`config.mk`:
```
export PLATFORM = sky130hd
export DESIGN_NAME = spfm_top
export DESIGN_NICKNAME = d
export VERILOG_FILES = /design/src/pkg/spfm_pkg.sv /design/src/spfm_top.sv
export VERILOG_INCLUDE_DIRS = /design/src /design/src/pkg
export SDC_FILE = /design/constraint.sdc
export NUM_CORES = 1
export LEC_CHECK = 0
export BUFFER_PORTS_ARGS = -buffer_cell sky130_fd_sc_hd__buf_2
export CAP_MARGIN = 20
export CORE_MARGIN = 2
export CORE_UTILIZATION = 50
export DETAILED_ROUTE_END_ITERATION = 12
export PLACE_DENSITY = 0.71
export RECOVER_POWER = 25
export REMOVE_ABC_BUFFERS = 1
export SETUP_SLACK_MARGIN = 0.2
export SYNTH_ARGS = -nofsm -noshare
export SYNTH_HDL_FRONTEND = slang
export SYNTH_SLANG_ARGS = --single-unit
```
`constraint.sdc`:
```
create_clock -name pclk -period 4 [get_ports pclk]
set_input_delay 0.6 -clock pclk [delete_from_list [all_inputs] [get_ports pclk]]
set_output_delay 0.6 -clock pclk [all_outputs]
set_load 0.1 [all_outputs]
```
`src/pkg/spfm_regs.svh`:
```
// Register map, field positions, reset values and timing counts of the serial port.
// Included by the package and by the design; holds definitions only.
`ifndef SPFM_REGS_SVH
`define SPFM_REGS_SVH
`define SPFM_ADDR_W 12
`define SPFM_CTRL_OFF 12'h000
`define SPFM_DATA_OFF 12'h004
`define SPFM_T2C_OFF 12'h008
`define SPFM_CTRL_RST 10'h000
`define SPFM_T2C_RST 8'h00
`define SPFM_C_MODE 0
`define SPFM_C_REN 2
`define SPFM_C_FILT 3
`define SPFM_C_TX9 4
`define SPFM_C_RX9 5
`define SPFM_C_TDONE 6
`define SPFM_C_RDONE 7
`define SPFM_C_IEN 8
`define SPFM_C_DIV32 9
`define SPFM_T_OVF 7
`define SPFM_T_RSEL 5
`define SPFM_T_TSEL 4
`define SPFM_M0_DIV 4'hC
`define SPFM_OVS 5'h10
`define SPFM_M2_FAST 2'h1
`define SPFM_M2_SLOW 2'h3
`define SPFM_FIFO_W 9
`define SPFM_FIFO_D 4
`endif

```
`src/pkg/spfm_pkg.sv`:
```
// Types used by the serial port design: modes and engine states.
// Assumes the register header is on the include path.
package spfm_pkg;
   `include "spfm_regs.svh"
   typedef enum logic [1:0] {SPFM_M0, SPFM_M1, SPFM_M2, SPFM_M3} spfm_mode_type;
   typedef enum logic [1:0] {TX_IDLE, TX_SYNC, TX_SFIN, TX_ASYNC} spfm_tx_type;
   typedef enum logic [1:0] {RX_IDLE, RX_START, RX_BITS} spfm_rx_type;
endpackage

```
`src/spfm_top.sv`:
```
// Four-mode serial port with an APB register slave and a transmit FIFO.
// Assumes timer overflow pulses come from logic on pclk and rxd_in is an
// asynchronous pin with an external pull-up.
// Operation
// - The port offers mode 0 (synchronous) and modes 1 to 3 (async, start and stop bit).
// - Modes 1 and 3 are clocked by timer overflows and carry 8 or 9 data bits.
// - Mode 2 carries 9 data bits at the system clock divided by 32 or 64.
// - Mode 0 is a half-duplex master: data on the receive pin, shift clock on transmit pin.
// - Mode 0 moves exactly eight bits per transfer, LSB first, in both directions.
// - A data write starts a mode 0 send and the done flag sets after the eighth bit.
// - A mode 0 receive starts only with receive enabled and the receive flag clear.
// - The receive flag sets one cycle after the eighth bit and blocks until cleared.
// - An enabled interrupt is raised while either done flag is set.
// - The mode 0 shift clock is the system clock divided by twelve.
// - In mode 0 the data pin is driven open-drain.
// - In modes 2 and 3 the ninth bit is one for an address and zero for data.
// - With the filter bit set, a frame whose ninth bit is zero is not reported.
// - The receive timer select picks timer one (0) or timer two (1) overflows.
// - The transmit timer select picks timer one (0) or timer two (1) overflows.
// - While either select bit is set the timer two overflow flag is not set.
//
// The APB register port and the address map were left to the implementer.
`timescale 1ns/1ps
`default_nettype none
`include "spfm_regs.svh"

// Plain FIFO; the writer stalls on in_ready and the reader on out_valid.
module spfm_fifo #(
   parameter int W = 9,
   parameter int D = 4
) (
   input wire logic pclk, // Clock.
   input wire logic presetn, // Asynchronous reset, active low.
   input wire logic pce, // Clock enable.
   input wire logic in_valid, // Word offered.
   output logic in_ready, // Room for a word.
   input wire logic [W-1:0] in_data, // Word in.
   output logic out_valid, // Word available.
   input wire logic out_ready, // Word taken.
   output logic [W-1:0] out_data // Oldest word.
);
   localparam int AW = $clog2(D);
   logic [W-1:0] mem_r [D];
   logic [AW-1:0] wp_r, wp_nxt, rp_r, rp_nxt;
   logic [AW:0] cnt_r, cnt_nxt;
   logic push, pop;

   // Pointer and count update; full and empty come from the count alone.
   always_comb begin
      push = in_valid && in_ready;
      pop = out_valid && out_ready;
      wp_nxt = push ? wp_r + 1'b1 : wp_r;
      rp_nxt = pop ? rp_r + 1'b1 : rp_r;
      cnt_nxt = cnt_r + {{AW{1'b0}}, push} - {{AW{1'b0}}, pop};
   end

   assign in_ready = (cnt_r != D[AW:0]);
   assign out_valid = (cnt_r != '0);
   assign out_data = mem_r[rp_r];

   // Storage has no reset; only words below the count are ever read.
   always_ff @(posedge pclk) begin
      if (pce && push) begin
         mem_r[wp_r] <= in_data;
      end
   end

   always_ff @(posedge pclk or negedge presetn) begin
      if (!presetn) begin
         wp_r <= '0;
         rp_r <= '0;
         cnt_r <= '0;
      end else if (pce) begin
         wp_r <= wp_nxt;
         rp_r <= rp_nxt;
         cnt_r <= cnt_nxt;
      end
   end
endmodule // spfm_fifo

module spfm_top
   import spfm_pkg::*;
(
   input wire logic pclk, // System clock, 40 MHz.
   input wire logic presetn, // Asynchronous reset, active low.
   input wire logic pce, // Clock enable, freezes all state when low.
   input wire logic psel, // APB select.
   input wire logic penable, // APB enable.
   input wire logic pwrite, // APB direction.
   input wire logic [11:0] paddr, // APB byte address.
   input wire logic [31:0] pwdata, // APB write data.
   output logic [31:0] prdata, // APB read data.
   output logic pready, // APB ready.
   output logic pslverr, // APB error on unmapped address.
   input wire logic timer_one_ovf, // Timer one overflow pulse.
   input wire logic timer_two_ovf, // Timer two overflow pulse.
   input wire logic rxd_in, // Receive pin level.
   output logic rxd_out, // Receive pin drive value.
   output logic rxd_oe, // Receive pin output enable.
   output logic txd_out, // Transmit pin.
   output logic serial_irq // Serial port interrupt.
);
   // Register state.
   logic [1:0] mode_r, mode_nxt;
   logic ren_r, ren_nxt, filt_r, filt_nxt, tx9_r, tx9_nxt, rx9_r, rx9_nxt;
   logic tdone_r, tdone_nxt, rdone_r, rdone_nxt, ien_r, ien_nxt, div32_r, div32_nxt;
   logic [7:0] t2c_r, t2c_nxt, rbuf_r, rbuf_nxt;
   logic [31:0] prdata_nxt;
   logic pready_nxt, pslverr_nxt, irq_nxt;
   // Bus decode.
   logic acc, commit, hit, wr_ctrl, wr_t2c, wr_data;
   // Events into the flags.
   logic tdone_evt, rdone_evt, rx_load;
   logic [7:0] rx_byte;
   logic rx_ninth;
   // FIFO ports.
   logic f_ready, f_valid, f_pop;
   logic [`SPFM_FIFO_W-1:0] f_data;
   // Pin synchroniser and prescaler.
   logic rxd_m_r, rxd_s_r, rxd_d_r;
   logic [1:0] pre_r, pre_nxt;
   logic m2_tick, tx_tick, rx_tick;
   // Transmit and mode 0 engine.
   spfm_tx_type tx_st_r, tx_st_nxt;
   logic [10:0] tsh_r, tsh_nxt;
   logic [3:0] tbit_r, tbit_nxt, tph_r, tph_nxt;
   logic [4:0] ttk_r, ttk_nxt;
   logic m0rx_r, m0rx_nxt, txd_nxt, oe_nxt;
   // Asynchronous receiver.
   spfm_rx_type rx_st_r, rx_st_nxt;
   logic [9:0] rsh_r, rsh_nxt;
   logic [3:0] rbit_r, rbit_nxt, rph_r, rph_nxt;

   // Clock source for modes 1 and 3, chosen per direction.
   function automatic logic baud_src(input logic sel, input logic t1, input logic t2);
      baud_src = sel ? t2 : t1;
   endfunction

   // Frame length in bits: 10 in mode 1, 11 with a ninth bit.
   function automatic logic [3:0] frame_len(input logic [1:0] m);
      frame_len = (m == SPFM_M1) ? 4'hA : 4'hB;
   endfunction

   assign acc = psel && penable;
   assign commit = acc && pready;
   assign hit = (paddr == `SPFM_CTRL_OFF) || (paddr == `SPFM_DATA_OFF) ||
                (paddr == `SPFM_T2C_OFF);
   assign wr_ctrl = commit && pwrite && (paddr == `SPFM_CTRL_OFF);
   assign wr_t2c = commit && pwrite && (paddr == `SPFM_T2C_OFF);
   assign wr_data = commit && pwrite && (paddr == `SPFM_DATA_OFF);

   // Writes queue frames so software can stay ahead of a slow baud clock.
   spfm_fifo #(.W(`SPFM_FIFO_W), .D(`SPFM_FIFO_D)) u_fifo (
      .pclk(pclk),
      .presetn(presetn),
      .pce(pce),
      .in_valid(wr_data),
      .in_ready(f_ready),
      .in_data({tx9_r, pwdata[7:0]}),
      .out_valid(f_valid),
      .out_ready(f_pop),
      .out_data(f_data)
   );

   // APB answer: one wait cycle, longer while a data write meets a full FIFO.
   always_comb begin
      pready_nxt = 1'b0;
      pslverr_nxt = 1'b0;
      prdata_nxt = prdata;
      if (acc && !pready) begin
         pready_nxt = !(pwrite && paddr == `SPFM_DATA_OFF && !f_ready);
         pslverr_nxt = !hit;
         case (paddr)
            `SPFM_CTRL_OFF: prdata_nxt = {22'h0, div32_r, ien_r, rdone_r, tdone_r,
                                          rx9_r, tx9_r, filt_r, ren_r, mode_r};
            `SPFM_DATA_OFF: prdata_nxt = {24'h0, rbuf_r};
            `SPFM_T2C_OFF: prdata_nxt = {24'h0, t2c_r};
            default: prdata_nxt = 32'h0;
         endcase
      end
   end

   // Register next values; a hardware set beats a software clear in the same cycle.
   always_comb begin
      mode_nxt = mode_r;
      ren_nxt = ren_r;
      filt_nxt = filt_r;
      tx9_nxt = tx9_r;
      ien_nxt = ien_r;
      div32_nxt = div32_r;
      t2c_nxt = t2c_r;
      tdone_nxt = tdone_r;
      rdone_nxt = rdone_r;
      if (wr_ctrl) begin
         mode_nxt = pwdata[`SPFM_C_MODE +: 2];
         ren_nxt = pwdata[`SPFM_C_REN];
         filt_nxt = pwdata[`SPFM_C_FILT];
         tx9_nxt = pwdata[`SPFM_C_TX9];
         ien_nxt = pwdata[`SPFM_C_IEN];
         div32_nxt = pwdata[`SPFM_C_DIV32];
         tdone_nxt = tdone_r && !pwdata[`SPFM_C_TDONE];
         rdone_nxt = rdone_r && !pwdata[`SPFM_C_RDONE];
      end
      if (wr_t2c) begin
         t2c_nxt = {t2c_r[7] && !pwdata[7], pwdata[6:0]};
      end
      if (timer_two_ovf && !t2c_r[`SPFM_T_RSEL] && !t2c_r[`SPFM_T_TSEL]) begin
         t2c_nxt[`SPFM_T_OVF] = 1'b1;
      end
      tdone_nxt = tdone_nxt || tdone_evt;
      rdone_nxt = rdone_nxt || rdone_evt;
      rbuf_nxt = rdone_evt ? rx_byte : rbuf_r;
      rx9_nxt = (rdone_evt && mode_r != SPFM_M0) ? rx_ninth : rx9_r;
      irq_nxt = ien_nxt && (tdone_nxt || rdone_nxt);
   end

   always_ff @(posedge pclk or negedge presetn) begin
      if (!presetn) begin
         prdata <= 32'h0;
         pready <= 1'b0;
         pslverr <= 1'b0;
         {div32_r, ien_r, rdone_r, tdone_r, rx9_r, tx9_r, filt_r, ren_r, mode_r} <=
            `SPFM_CTRL_RST;
         t2c_r <= `SPFM_T2C_RST;
         rbuf_r <= 8'h00;
         serial_irq <= 1'b0;
      end else if (pce) begin
         prdata <= prdata_nxt;
         pready <= pready_nxt;
         pslverr <= pslverr_nxt;
         mode_r <= mode_nxt;
         ren_r <= ren_nxt;
         filt_r <= filt_nxt;
         tx9_r <= tx9_nxt;
         rx9_r <= rx9_nxt;
         tdone_r <= tdone_nxt;
         rdone_r <= rdone_nxt;
         ien_r <= ien_nxt;
         div32_r <= div32_nxt;
         t2c_r <= t2c_nxt;
         rbuf_r <= rbuf_nxt;
         serial_irq <= irq_nxt;
      end
   end

   // Sixteen ticks make one bit; mode 2 ticks every 2 or 4 clocks (32 or 64 per bit).
   always_comb begin
      pre_nxt = pre_r + 2'h1;
      m2_tick = (pre_r & (div32_r ? `SPFM_M2_FAST : `SPFM_M2_SLOW)) ==
                (div32_r ? `SPFM_M2_FAST : `SPFM_M2_SLOW);
      tx_tick = (mode_r == SPFM_M2) ? m2_tick :
                baud_src(t2c_r[`SPFM_T_TSEL], timer_one_ovf, timer_two_ovf);
      rx_tick = (mode_r == SPFM_M2) ? m2_tick :
                baud_src(t2c_r[`SPFM_T_RSEL], timer_one_ovf, timer_two_ovf);
   end

   // The pin passes two flops; the third stage only feeds the edge detector.
   always_ff @(posedge pclk or negedge presetn) begin
      if (!presetn) begin
         rxd_m_r <= 1'b1;
         rxd_s_r <= 1'b1;
         rxd_d_r <= 1'b1;
         pre_r <= 2'h0;
      end else if (pce) begin
         rxd_m_r <= rxd_in;
         rxd_s_r <= rxd_m_r;
         rxd_d_r <= rxd_s_r;
         pre_r <= pre_nxt;
      end
   end

   // Transmit engine; mode 0 receive shares it because the link is half duplex.
   always_comb begin
      tx_st_nxt = tx_st_r;
      tsh_nxt = tsh_r;
      tbit_nxt = tbit_r;
      tph_nxt = tph_r;
      ttk_nxt = ttk_r;
      m0rx_nxt = m0rx_r;
      f_pop = 1'b0;
      tdone_evt = 1'b0;
      txd_nxt = 1'b1;
      oe_nxt = 1'b0;
      case (tx_st_r)
         TX_IDLE: begin
            tph_nxt = 4'h0;
            tbit_nxt = 4'h0;
            ttk_nxt = 5'h00;
            if (f_valid) begin
               f_pop = 1'b1;
               m0rx_nxt = 1'b0;
               if (mode_r == SPFM_M0) begin
                  tsh_nxt = {3'h7, f_data[7:0]};
                  tx_st_nxt = TX_SYNC;
               end else begin
                  tsh_nxt = {1'b1, (mode_r == SPFM_M1) ? 1'b1 : f_data[8],
                             f_data[7:0], 1'b0};
                  tx_st_nxt = TX_ASYNC;
               end
            end else if (mode_r == SPFM_M0 && ren_r && !rdone_r) begin
               m0rx_nxt = 1'b1;
               tx_st_nxt = TX_SYNC;
            end
         end
         TX_SYNC: begin
            // Clock low for six cycles then high for six: twelve per bit.
            txd_nxt = (tph_r >= 4'h6);
            oe_nxt = !m0rx_r && !tsh_r[0];
            tph_nxt = tph_r + 4'h1;
            if (tph_r == `SPFM_M0_DIV - 4'h1) begin
               tph_nxt = 4'h0;
               tbit_nxt = tbit_r + 4'h1;
               // Received bits enter at bit 7, so the byte sits in [7:0] after the eighth shift.
               tsh_nxt = {3'h7, rxd_s_r, tsh_r[7:1]};
               if (tbit_r == 4'h7) begin
                  tx_st_nxt = m0rx_r ? TX_SFIN : TX_IDLE;
                  tdone_evt = !m0rx_r;
               end
            end
         end
         TX_SFIN: begin
            tx_st_nxt = TX_IDLE;
         end
         TX_ASYNC: begin
            txd_nxt = tsh_r[0];
            if (tx_tick) begin
               ttk_nxt = ttk_r + 5'h01;
               if (ttk_r == `SPFM_OVS - 5'h01) begin
                  ttk_nxt = 5'h00;
                  tsh_nxt = {1'b1, tsh_r[10:1]};
                  tbit_nxt = tbit_r + 4'h1;
                  if (tbit_r == frame_len(mode_r) - 4'h1) begin
                     tx_st_nxt = TX_IDLE;
                     tdone_evt = 1'b1;
                  end
               end
            end
            txd_nxt = (tx_st_nxt == TX_ASYNC) ? tsh_nxt[0] : 1'b1;
         end
         default: tx_st_nxt = TX_IDLE;
      endcase
   end

   always_ff @(posedge pclk or negedge presetn) begin
      if (!presetn) begin
         tx_st_r <= TX_IDLE;
         tsh_r <= 11'h7FF;
         tbit_r <= 4'h0;
         tph_r <= 4'h0;
         ttk_r <= 5'h00;
         m0rx_r <= 1'b0;
         txd_out <= 1'b1;
         rxd_oe <= 1'b0;
         rxd_out <= 1'b0;
      end else if (pce) begin
         tx_st_r <= tx_st_nxt;
         tsh_r <= tsh_nxt;
         tbit_r <= tbit_nxt;
         tph_r <= tph_nxt;
         ttk_r <= ttk_nxt;
         m0rx_r <= m0rx_nxt;
         txd_out <= txd_nxt;
         rxd_oe <= oe_nxt;
         rxd_out <= 1'b0;
      end
   end

   // Asynchronous receiver: mid-bit sampling on the sixteen-tick grid.
   always_comb begin
      rx_st_nxt = rx_st_r;
      rsh_nxt = rsh_r;
      rbit_nxt = rbit_r;
      rph_nxt = rph_r;
      rx_load = 1'b0;
      case (rx_st_r)
         RX_IDLE: begin
            rph_nxt = 4'h0;
            rbit_nxt = 4'h0;
            if (mode_r != SPFM_M0 && ren_r && rxd_d_r && !rxd_s_r) begin
               rx_st_nxt = RX_START;
            end
         end
         RX_START: begin
            if (rx_tick) begin
               rph_nxt = rph_r + 4'h1;
               if (rph_r == 4'h7) begin
                  rph_nxt = 4'h0;
                  rx_st_nxt = rxd_s_r ? RX_IDLE : RX_BITS;
               end
            end
         end
         RX_BITS: begin
            if (rx_tick) begin
               rph_nxt = rph_r + 4'h1;
               if (rph_r == 4'hF) begin
                  rsh_nxt = {rxd_s_r, rsh_r[9:1]};
                  rbit_nxt = rbit_r + 4'h1;
                  if (rbit_r == frame_len(mode_r) - 4'h2) begin
                     rx_st_nxt = RX_IDLE;
                     rx_load = 1'b1;
                  end
               end
            end
         end
         default: rx_st_nxt = RX_IDLE;
      endcase
      // Mode 1 frames are one bit shorter, so the word sits one place higher.
      rx_byte = (mode_r == SPFM_M1) ? rsh_nxt[8:1] : rsh_nxt[7:0];
      rx_ninth = (mode_r == SPFM_M1) ? rsh_nxt[9] : rsh_nxt[8];
      if (mode_r == SPFM_M0) begin
         rx_byte = tsh_r[7:0];
      end
      rdone_evt = (tx_st_r == TX_SFIN) ||
                  (rx_load && !rdone_r && (!filt_r || rx_ninth));
   end

   always_ff @(posedge pclk or negedge presetn) begin
      if (!presetn) begin
         rx_st_r <= RX_IDLE;
         rsh_r <= 10'h000;
         rbit_r <= 4'h0;
         rph_r <= 4'h0;
      end else if (pce) begin
         rx_st_r <= rx_st_nxt;
         rsh_r <= rsh_nxt;
         rbit_r <= rbit_nxt;
         rph_r <= rph_nxt;
      end
   end
endmodule // spfm_top
`default_nettype wire

```
==> metrics.yaml, run 1 <==
crit_required_ps: 4350
dp_hpwl_um: 10700
synth-main-ff-cell: "dfrtp_1"
grt_util_all_layers_pct: 21.4
synth.area.top_cells: "dfrtp_1, edfxtp_1, mux2_2"
synth_edf_count: 36
leakage_nw: 3.35
slew-limit-headroom_pct: -94.3
postRouteAntennaNets: 0
place_congestion: 0.850
p_per_area_nw_per_um2: 600
core_um2: 13800
n_fill_cell: 1140
reg2reg_slack_ps: 1080
setup_viol: 0
ys_async_sr_fraction_pct: 73.5
initial_utilization_pct: 51.0
synth_cell_types: 74
crit_arrival_ps: 3260
antenna_cells: 0
wl_per_cell_um: 17.5
finalHoldViolCount: 0
cts.clk_slew.worst_paths_ps: 60
finClkSkew_ps: 5.23
ys.warnings.count: 0
grt_max_degree: 55
viasPerCell: 5.71
netlist_instances: 638
tightest_slew_ps: 2910
drv_cap: 1
drtIter0Drc: 309
cts.hold.buffers_added: 0
num_vias: 4949
worstPathCellList: "nand2b_2 -> mux2i_1 -> or2_2 -> o41ai_1 -> a32oi_1 -> a31oi_1"
path_class: "reg2reg"
fmax_mhz: 343
worstSetupStartpointType: "flip-flop"
cts_sinks: 136
fin_setup_tns_ps: 0
area_growth_pct: 11.5
rows: 43
synth_seq_area_share_pct: 51.1
path_max_fanout: 19
antenna_found_initial: 0
violations: "capacitance limit, slew limit"
layout_min_cycle_time_ps: 2920
finalWirelength_um: 15200
report.final.slew_viol_count: 55
cts_tree: "done"
h-tree-depth: 4
dr.pass1.iters: 4
synth_top_area_share_pct: 30.2
numCtsBuffers: 17
nets: 744
grt_pass1_vias: 4776
ioPinCount: 91
post_cts_buffers: 0
max_stage_delay_ps: 810
port_buffers: 45
hold_class: "in2reg"
clk_latency_ps: 420
globalRouteOverflowTotal: 0
cts_root_buf: "clkbuf_16"
yosysTopAreaCell: "dfrtp_1"
min_period_over_period_pct: 72.9
final_area_um2: 7860
drc_errors: 0
placed_area_um2: 7310
syn-cell-area_um2: 7050
cts_resized: 0
syn_avg_cell_area_um2: 11.0
clockBufferDepth: 2
slowest_stage: "o41ai_1"
die_w_um: 123
end_kind: "flip-flop"
dieArea_um2: 15100
ir_drop_uv: 322
grt_pass1_wl_um: 24300
synth_seq_cells: 136
rsz0062_at_grt: "false"
status: "complete, but fails checks"
die_h_um: 123
drive_gt1_share_pct: 21.8
==> routing by layer <==
| metal | part of all wire [%] | GRT usage [%] | routed length [µm] |
|---|---|---|---|
| met5 | 0 | 0 | 0 |
| met4 | 1.6 | 7.40 | 245 |
| met3 | 6.6 | 6.32 | 1000 |
| met2 | 47 | 33.4 | 7080 |
| met1 | 45 | 28.6 | 6860 |
==> through the flow <==
step	hold slack [ps]	power (mW)	instances	util [%]	setup slack (ps)
after global placement	461	3.16	835	52.8	1240
after global routing	399	4.95	867	56.8	623
after CTS	231	4.73	867	56.9	1170
after floorplan	304	2.87	605	-	1480
after detailed placement	462	3.22	835	52.8	1180
final	389	4.71	867	56.8	1080
==> cell usage after synthesis (5+ instances only) <==
master and n:
dfrtp_1 85, nand2_1 67, nor2_1 46, a21oi_1 41, mux2_2 39, edfxtp_1 36, o21ai_0 28, mux2i_1 24
buf_4 23, clkbuf_1 21, inv_1 18, ha_1 16, dfstp_2 15, nor3_1 13, nand3_1 12, o31ai_1 11
mux4_2 9, nor3b_1 9, a21o_1 7, or2_2 6, a31oi_1 5, buf_2 5, nor2b_1 5, o21a_1 5
xnor2_1 5, xor2_1 5
==> power by group <==
| group | switching [mW] | internal [mW] | leakage [nW] | total, mW |
|---|---|---|---|---|
| Sequential | 0.304 | 1.68 | 1.60 | 1.99 |
| Clock | 0.588 | 0.913 | 0.258 | 1.50 |
| Combinational | 0.732 | 0.490 | 1.50 | 1.22 |
| Total | 1.62 | 3.09 | 3.35 | 4.71 |
==> worst paths after layout <==
path | start | to | cells after the start
setup / recovery | mode_r[0] | serial_irq | 6
hold / removal | pwdata[9] | div32_r | 3
setup reg to reg | mode_r[0] | serial_irq | 6
hold reg to reg | prdata[0] | prdata[0] | 2
max in group asynchronous | presetn | rbuf_r[5] | 1
min in group asynchronous | presetn | rxd_oe | 1
==> flip-flops by register name (all words and copies together), names as in the netlist, 5 cells and up <==
register and cells:
u_fifo.mem_r 36, prdata 10, ttk_r 5, rbuf_r 8, tsh_r 11, t2c_r 8, rsh_r 10
==> worst max-delay path, delay by kind of cell (launching register included) <==
| kind | cells | cell delay (ps) |
|---|---|---|
| AND/OR/NAND/NOR | 2 | 660 |
| multiplexers | 1 | 170 |
| flip-flops | 1 | 700 |
| AO/OA/AOI/OAI | 3 | 1310 |
==> cell families (layout without fill, tap and decap cells) <==
family | after synthesis | count (layout) | synth area share, %
and+or+nand+nor | 196 | 196 | 13.8
AOI/OAI and AO/OA | 130 | 130 | 12.2
DFF | 136 | 136 | 51.1
muxes | 73 | 73 | 12.7
adders and majority gates | 17 | 17 | 3.12
buffers and inverters | 74 | 101 | 5.47
other | 1 | 23 | 0.0532
xor gates and xnor gates | 11 | 11 | 1.47
==> area by class of cell <==
cell class                      count  area [µm²]  share of cell area [%]
Clock buffer                       20         437                    5.56
Inverter                           19        71.3                   0.908
Sequential cell                   136        3600                    45.9
Clock inverter                     12         128                    1.62
Timing Repair Buffer               50         251                    3.20
Tap cell                          180         225                    2.87
Multi-Input combinational cell    450        3140                    40.0
==> layout by cell type (no fill, tap or decap), types with 6 or more instances in the layout <==
cell type / count
nand2_1: 67
buf_2: 36
or2_2: 6
mux2_2: 39
mux2i_1: 24
inv_1: 18
edfxtp_1: 36
nor3b_1: 9
dfstp_2: 15
a21o_1: 7
clkbuf_1: 12
nor3_1: 13
a21oi_1: 41
mux4_2: 9
conb_1: 23
clkbuf_16: 17
o31ai_1: 11
dfrtp_1: 85
ha_1: 16
nor2_1: 46
o21ai_0: 28
nand3_1: 12
(Power assumes the default switching activity.)
==> run 2, diff against run 1 <==
Settings changed: PLACE_DENSITY 0.71 to 0.73.
Clock period 4 ns to 2.6 ns, I/O delays scaled along.
==> metrics.yaml, run 2 (synthesis gave the netlist of run 1 again) <==
grt_pass1_vias: 5079  # +6.3%
p_per_area_nw_per_um2: 913  # +52%
place_inst: 852  # +2.0%
finalWirelength_um: 15900  # +4.9%
tightest_slew_ps: 1220  # -1700 ps
report.final.slew_viol_count: 0  # -100%
numCtsBuffers: 17  # unchanged
postRouteAntennaNets: 0  # unchanged
dieArea_um2: 15100  # unchanged
drtIter0Drc: 412  # +33%
power_frac_seq_pct: 40.9  # -1.3 points
wl_met2_um: 7620  # +7.6%
antenna_cells: 0  # unchanged
core_um2: 13800  # unchanged
route.met3.wl_um: 1080  # +8.1%
drc_errors: 0  # unchanged
path_class: "reg2reg"
grt_util_all_layers_pct: 22.6  # +1.2 points
drv_cap: 0  # -1
cts.clk_slew.worst_paths_ps: 60  # about the same
cts_root_buf: "clkbuf_16"
rows: 43  # unchanged
globalRouteOverflowTotal: 0  # unchanged
finalHoldViolCount: 0  # unchanged
n_fill_cell: 1099  # -3.6%
p_int_mw: 4.76  # +54%
wl_per_cell_um: 18.0  # +2.6%
fmax_mhz: 434  # +26%
cts_tree: "done"
highest_layer: "met4"
p_clk_share_pct: 30.6  # -1.3 points
largest_reg_flops: 36  # unchanged
p_sw_share_pct: 35.1  # +0.68 points
die_w_um: 123  # unchanged
slew-limit-headroom_pct: 18.9  # +110 points
nets: 763  # +2.6%
ir_drop_uv: 511  # +59%
hold_end: "div32_r"
finClkSkew_ps: 9.75  # +4.52 ps
grt_pass1_wl_um: 25600  # +5.5%
final_cell_mix: "dfrtp_1, nand2_1, nor2_1, a21oi_1, mux2_2"
viasPerCell: 5.80  # +1.6%
end_kind: "flip-flop"
worstHoldStart: "pwdata[9]"
rr_endpoint: "rbuf_r[3]"
crit_required_ps: 2900  # -1450 ps
rsz0062_at_grt: "false"
switching_power_mw: 2.58  # +59%
final-instance-count-excl-fill: 886  # +2.2%
clockBufferDepth: 2  # unchanged
top_register: "u_fifo.mem_r"
initial_utilization_pct: 51.0  # unchanged
setup_viol: 0  # unchanged
worstSetupStartpointType: "flip-flop"
p_total_mw: 7.34  # +56%
leakage_nw: 3.47  # +3.4%
detailedPlace.worstSlack_ps: 81.3  # -1100 ps
wl_met1_um: 6780  # -1.1%
reg_top3: "u_fifo.mem_r: 36 flops, tsh_r: 11 flops"
fin_setup_tns_ps: 0  # unchanged
min_period_over_period_pct: 88.7  # +16 points
layout_setup_ws_ps: 294  # -789 ps
ioPinCount: 91  # unchanged
place_congestion: 0.865  # +1.7%
pwr-share-comb_pct: 28.4  # +2.5 points
r2r_cells: 8  # +2
reg2reg_slack_ps: 290  # -790 ps
num_vias: 5137  # +3.8%
drive_gt1_share_pct: 25.2  # +3.4 points
cts_sinks: 136  # unchanged
dp_hpwl_um: 11100  # +3.8%
h-tree-depth: 4  # unchanged
final_common_cell: "dfrtp_1"
dr.pass1.iters: 7  # +3
path_max_fanout: 7  # -12
status: "complete, no violations"
area_growth_pct: 14.0
grt_max_degree: 57  # +3.6%
crit_arrival_ps: 2600  # -660 ps
whs_ps: 183  # -206 ps
clk_latency_ps: 420  # about the same
r2r-start: "rph_r[0]"
port_buffers: 45  # unchanged
hold_class: "in2reg"
die_h_um: 123  # unchanged
whs_path_depth: 3  # unchanged
antenna_found_initial: 1  # +1
layout_min_cycle_time_ps: 2310  # -611 ps
run 2: cell types whose count changed in the layout (fill, tap and decap cells not counted), moves of 2 or more:
cell and delta:
buf_4 +17, clkinv_4 +5, clkbuf_1 -3, clkinvlp_4 -2
nor3_1 -2
run 2: critical path: stages (launching register included):
cell and delay (ps):
dfrtp_1 410, ha_2 220, and3_2 260, mux2_2 230, nor3b_1 40, o41a_1 360, a211oi_4 170, buf_6 160
mux2_2 340
run 2: through the flow:
stage | util, % | instance area [µm²]
final | 58.1 | 8040
after global routing | 58.1 | 8040
after CTS | 58.0 | 8020
after detailed placement | 53.9 | 7450
after global placement | 53.9 | 7450
after floorplan | - | 6820
run 2: timing repair:
action,in CTS,in global routing
resized for setup,0,7
setup buffers,2,0
pin swaps,1,0
setup endpoints to repair,6,9
hold buffers,0,0
run 2: how the worst max path moves through the flow:
stage | start | endpoint | slack [ps] | cells after the start
5_1_grt | ttk_r[0] | tsh_r[6] | 220 | 7
4_1_cts | u_fifo.cnt_r[1] | u_fifo.cnt_r[2] | 210 | 9
3_3_place_gp | rph_r[0] | rbuf_r[0] | 140 | 7
6_report | rph_r[0] | rbuf_r[3] | 290 | 8
3_5_place_dp | rph_r[0] | rbuf_r[0] | 80 | 7
2_1_floorplan | pready | filt_r | 80 | 4
run 2: power by group through the flow:
stage | Sequential (mW) | Clock (mW) | Combinational [mW]
4_1_cts | 2.98 | 2.28 | 2.06
3_3_place_gp | 2.98 | 0 | 1.96
6_report | 3.00 | 2.25 | 2.09
2_1_floorplan | 3.07 | 0 | 1.35
3_5_place_dp | 3.00 | 0 | 2.04
5_1_grt | 3.05 | 2.39 | 2.31
run 2: layout make-up:
| type | instances | area, µm² | area share, % |
|---|---|---|---|
| sequential | 136 | 3600 | 44.8 |
| multi-input combinational | 450 | 3170 | 39.4 |
| clock buffer | 18 | 429 | 5.34 |
| timing repair buffer | 69 | 412 | 5.12 |
| tap | 180 | 225 | 2.80 |
| clock inverter | 14 | 128 | 1.59 |
| inverter | 19 | 71.3 | 0.887 |
run 2: layer usage:
layer | track usage [%] | vias up
met3 | 6.32 | 32
met4 | 9.20 | 0
met2 | 36.4 | 197
li1 | - | 2366
met1 | 28.8 | 2542
met5 | 0 | -
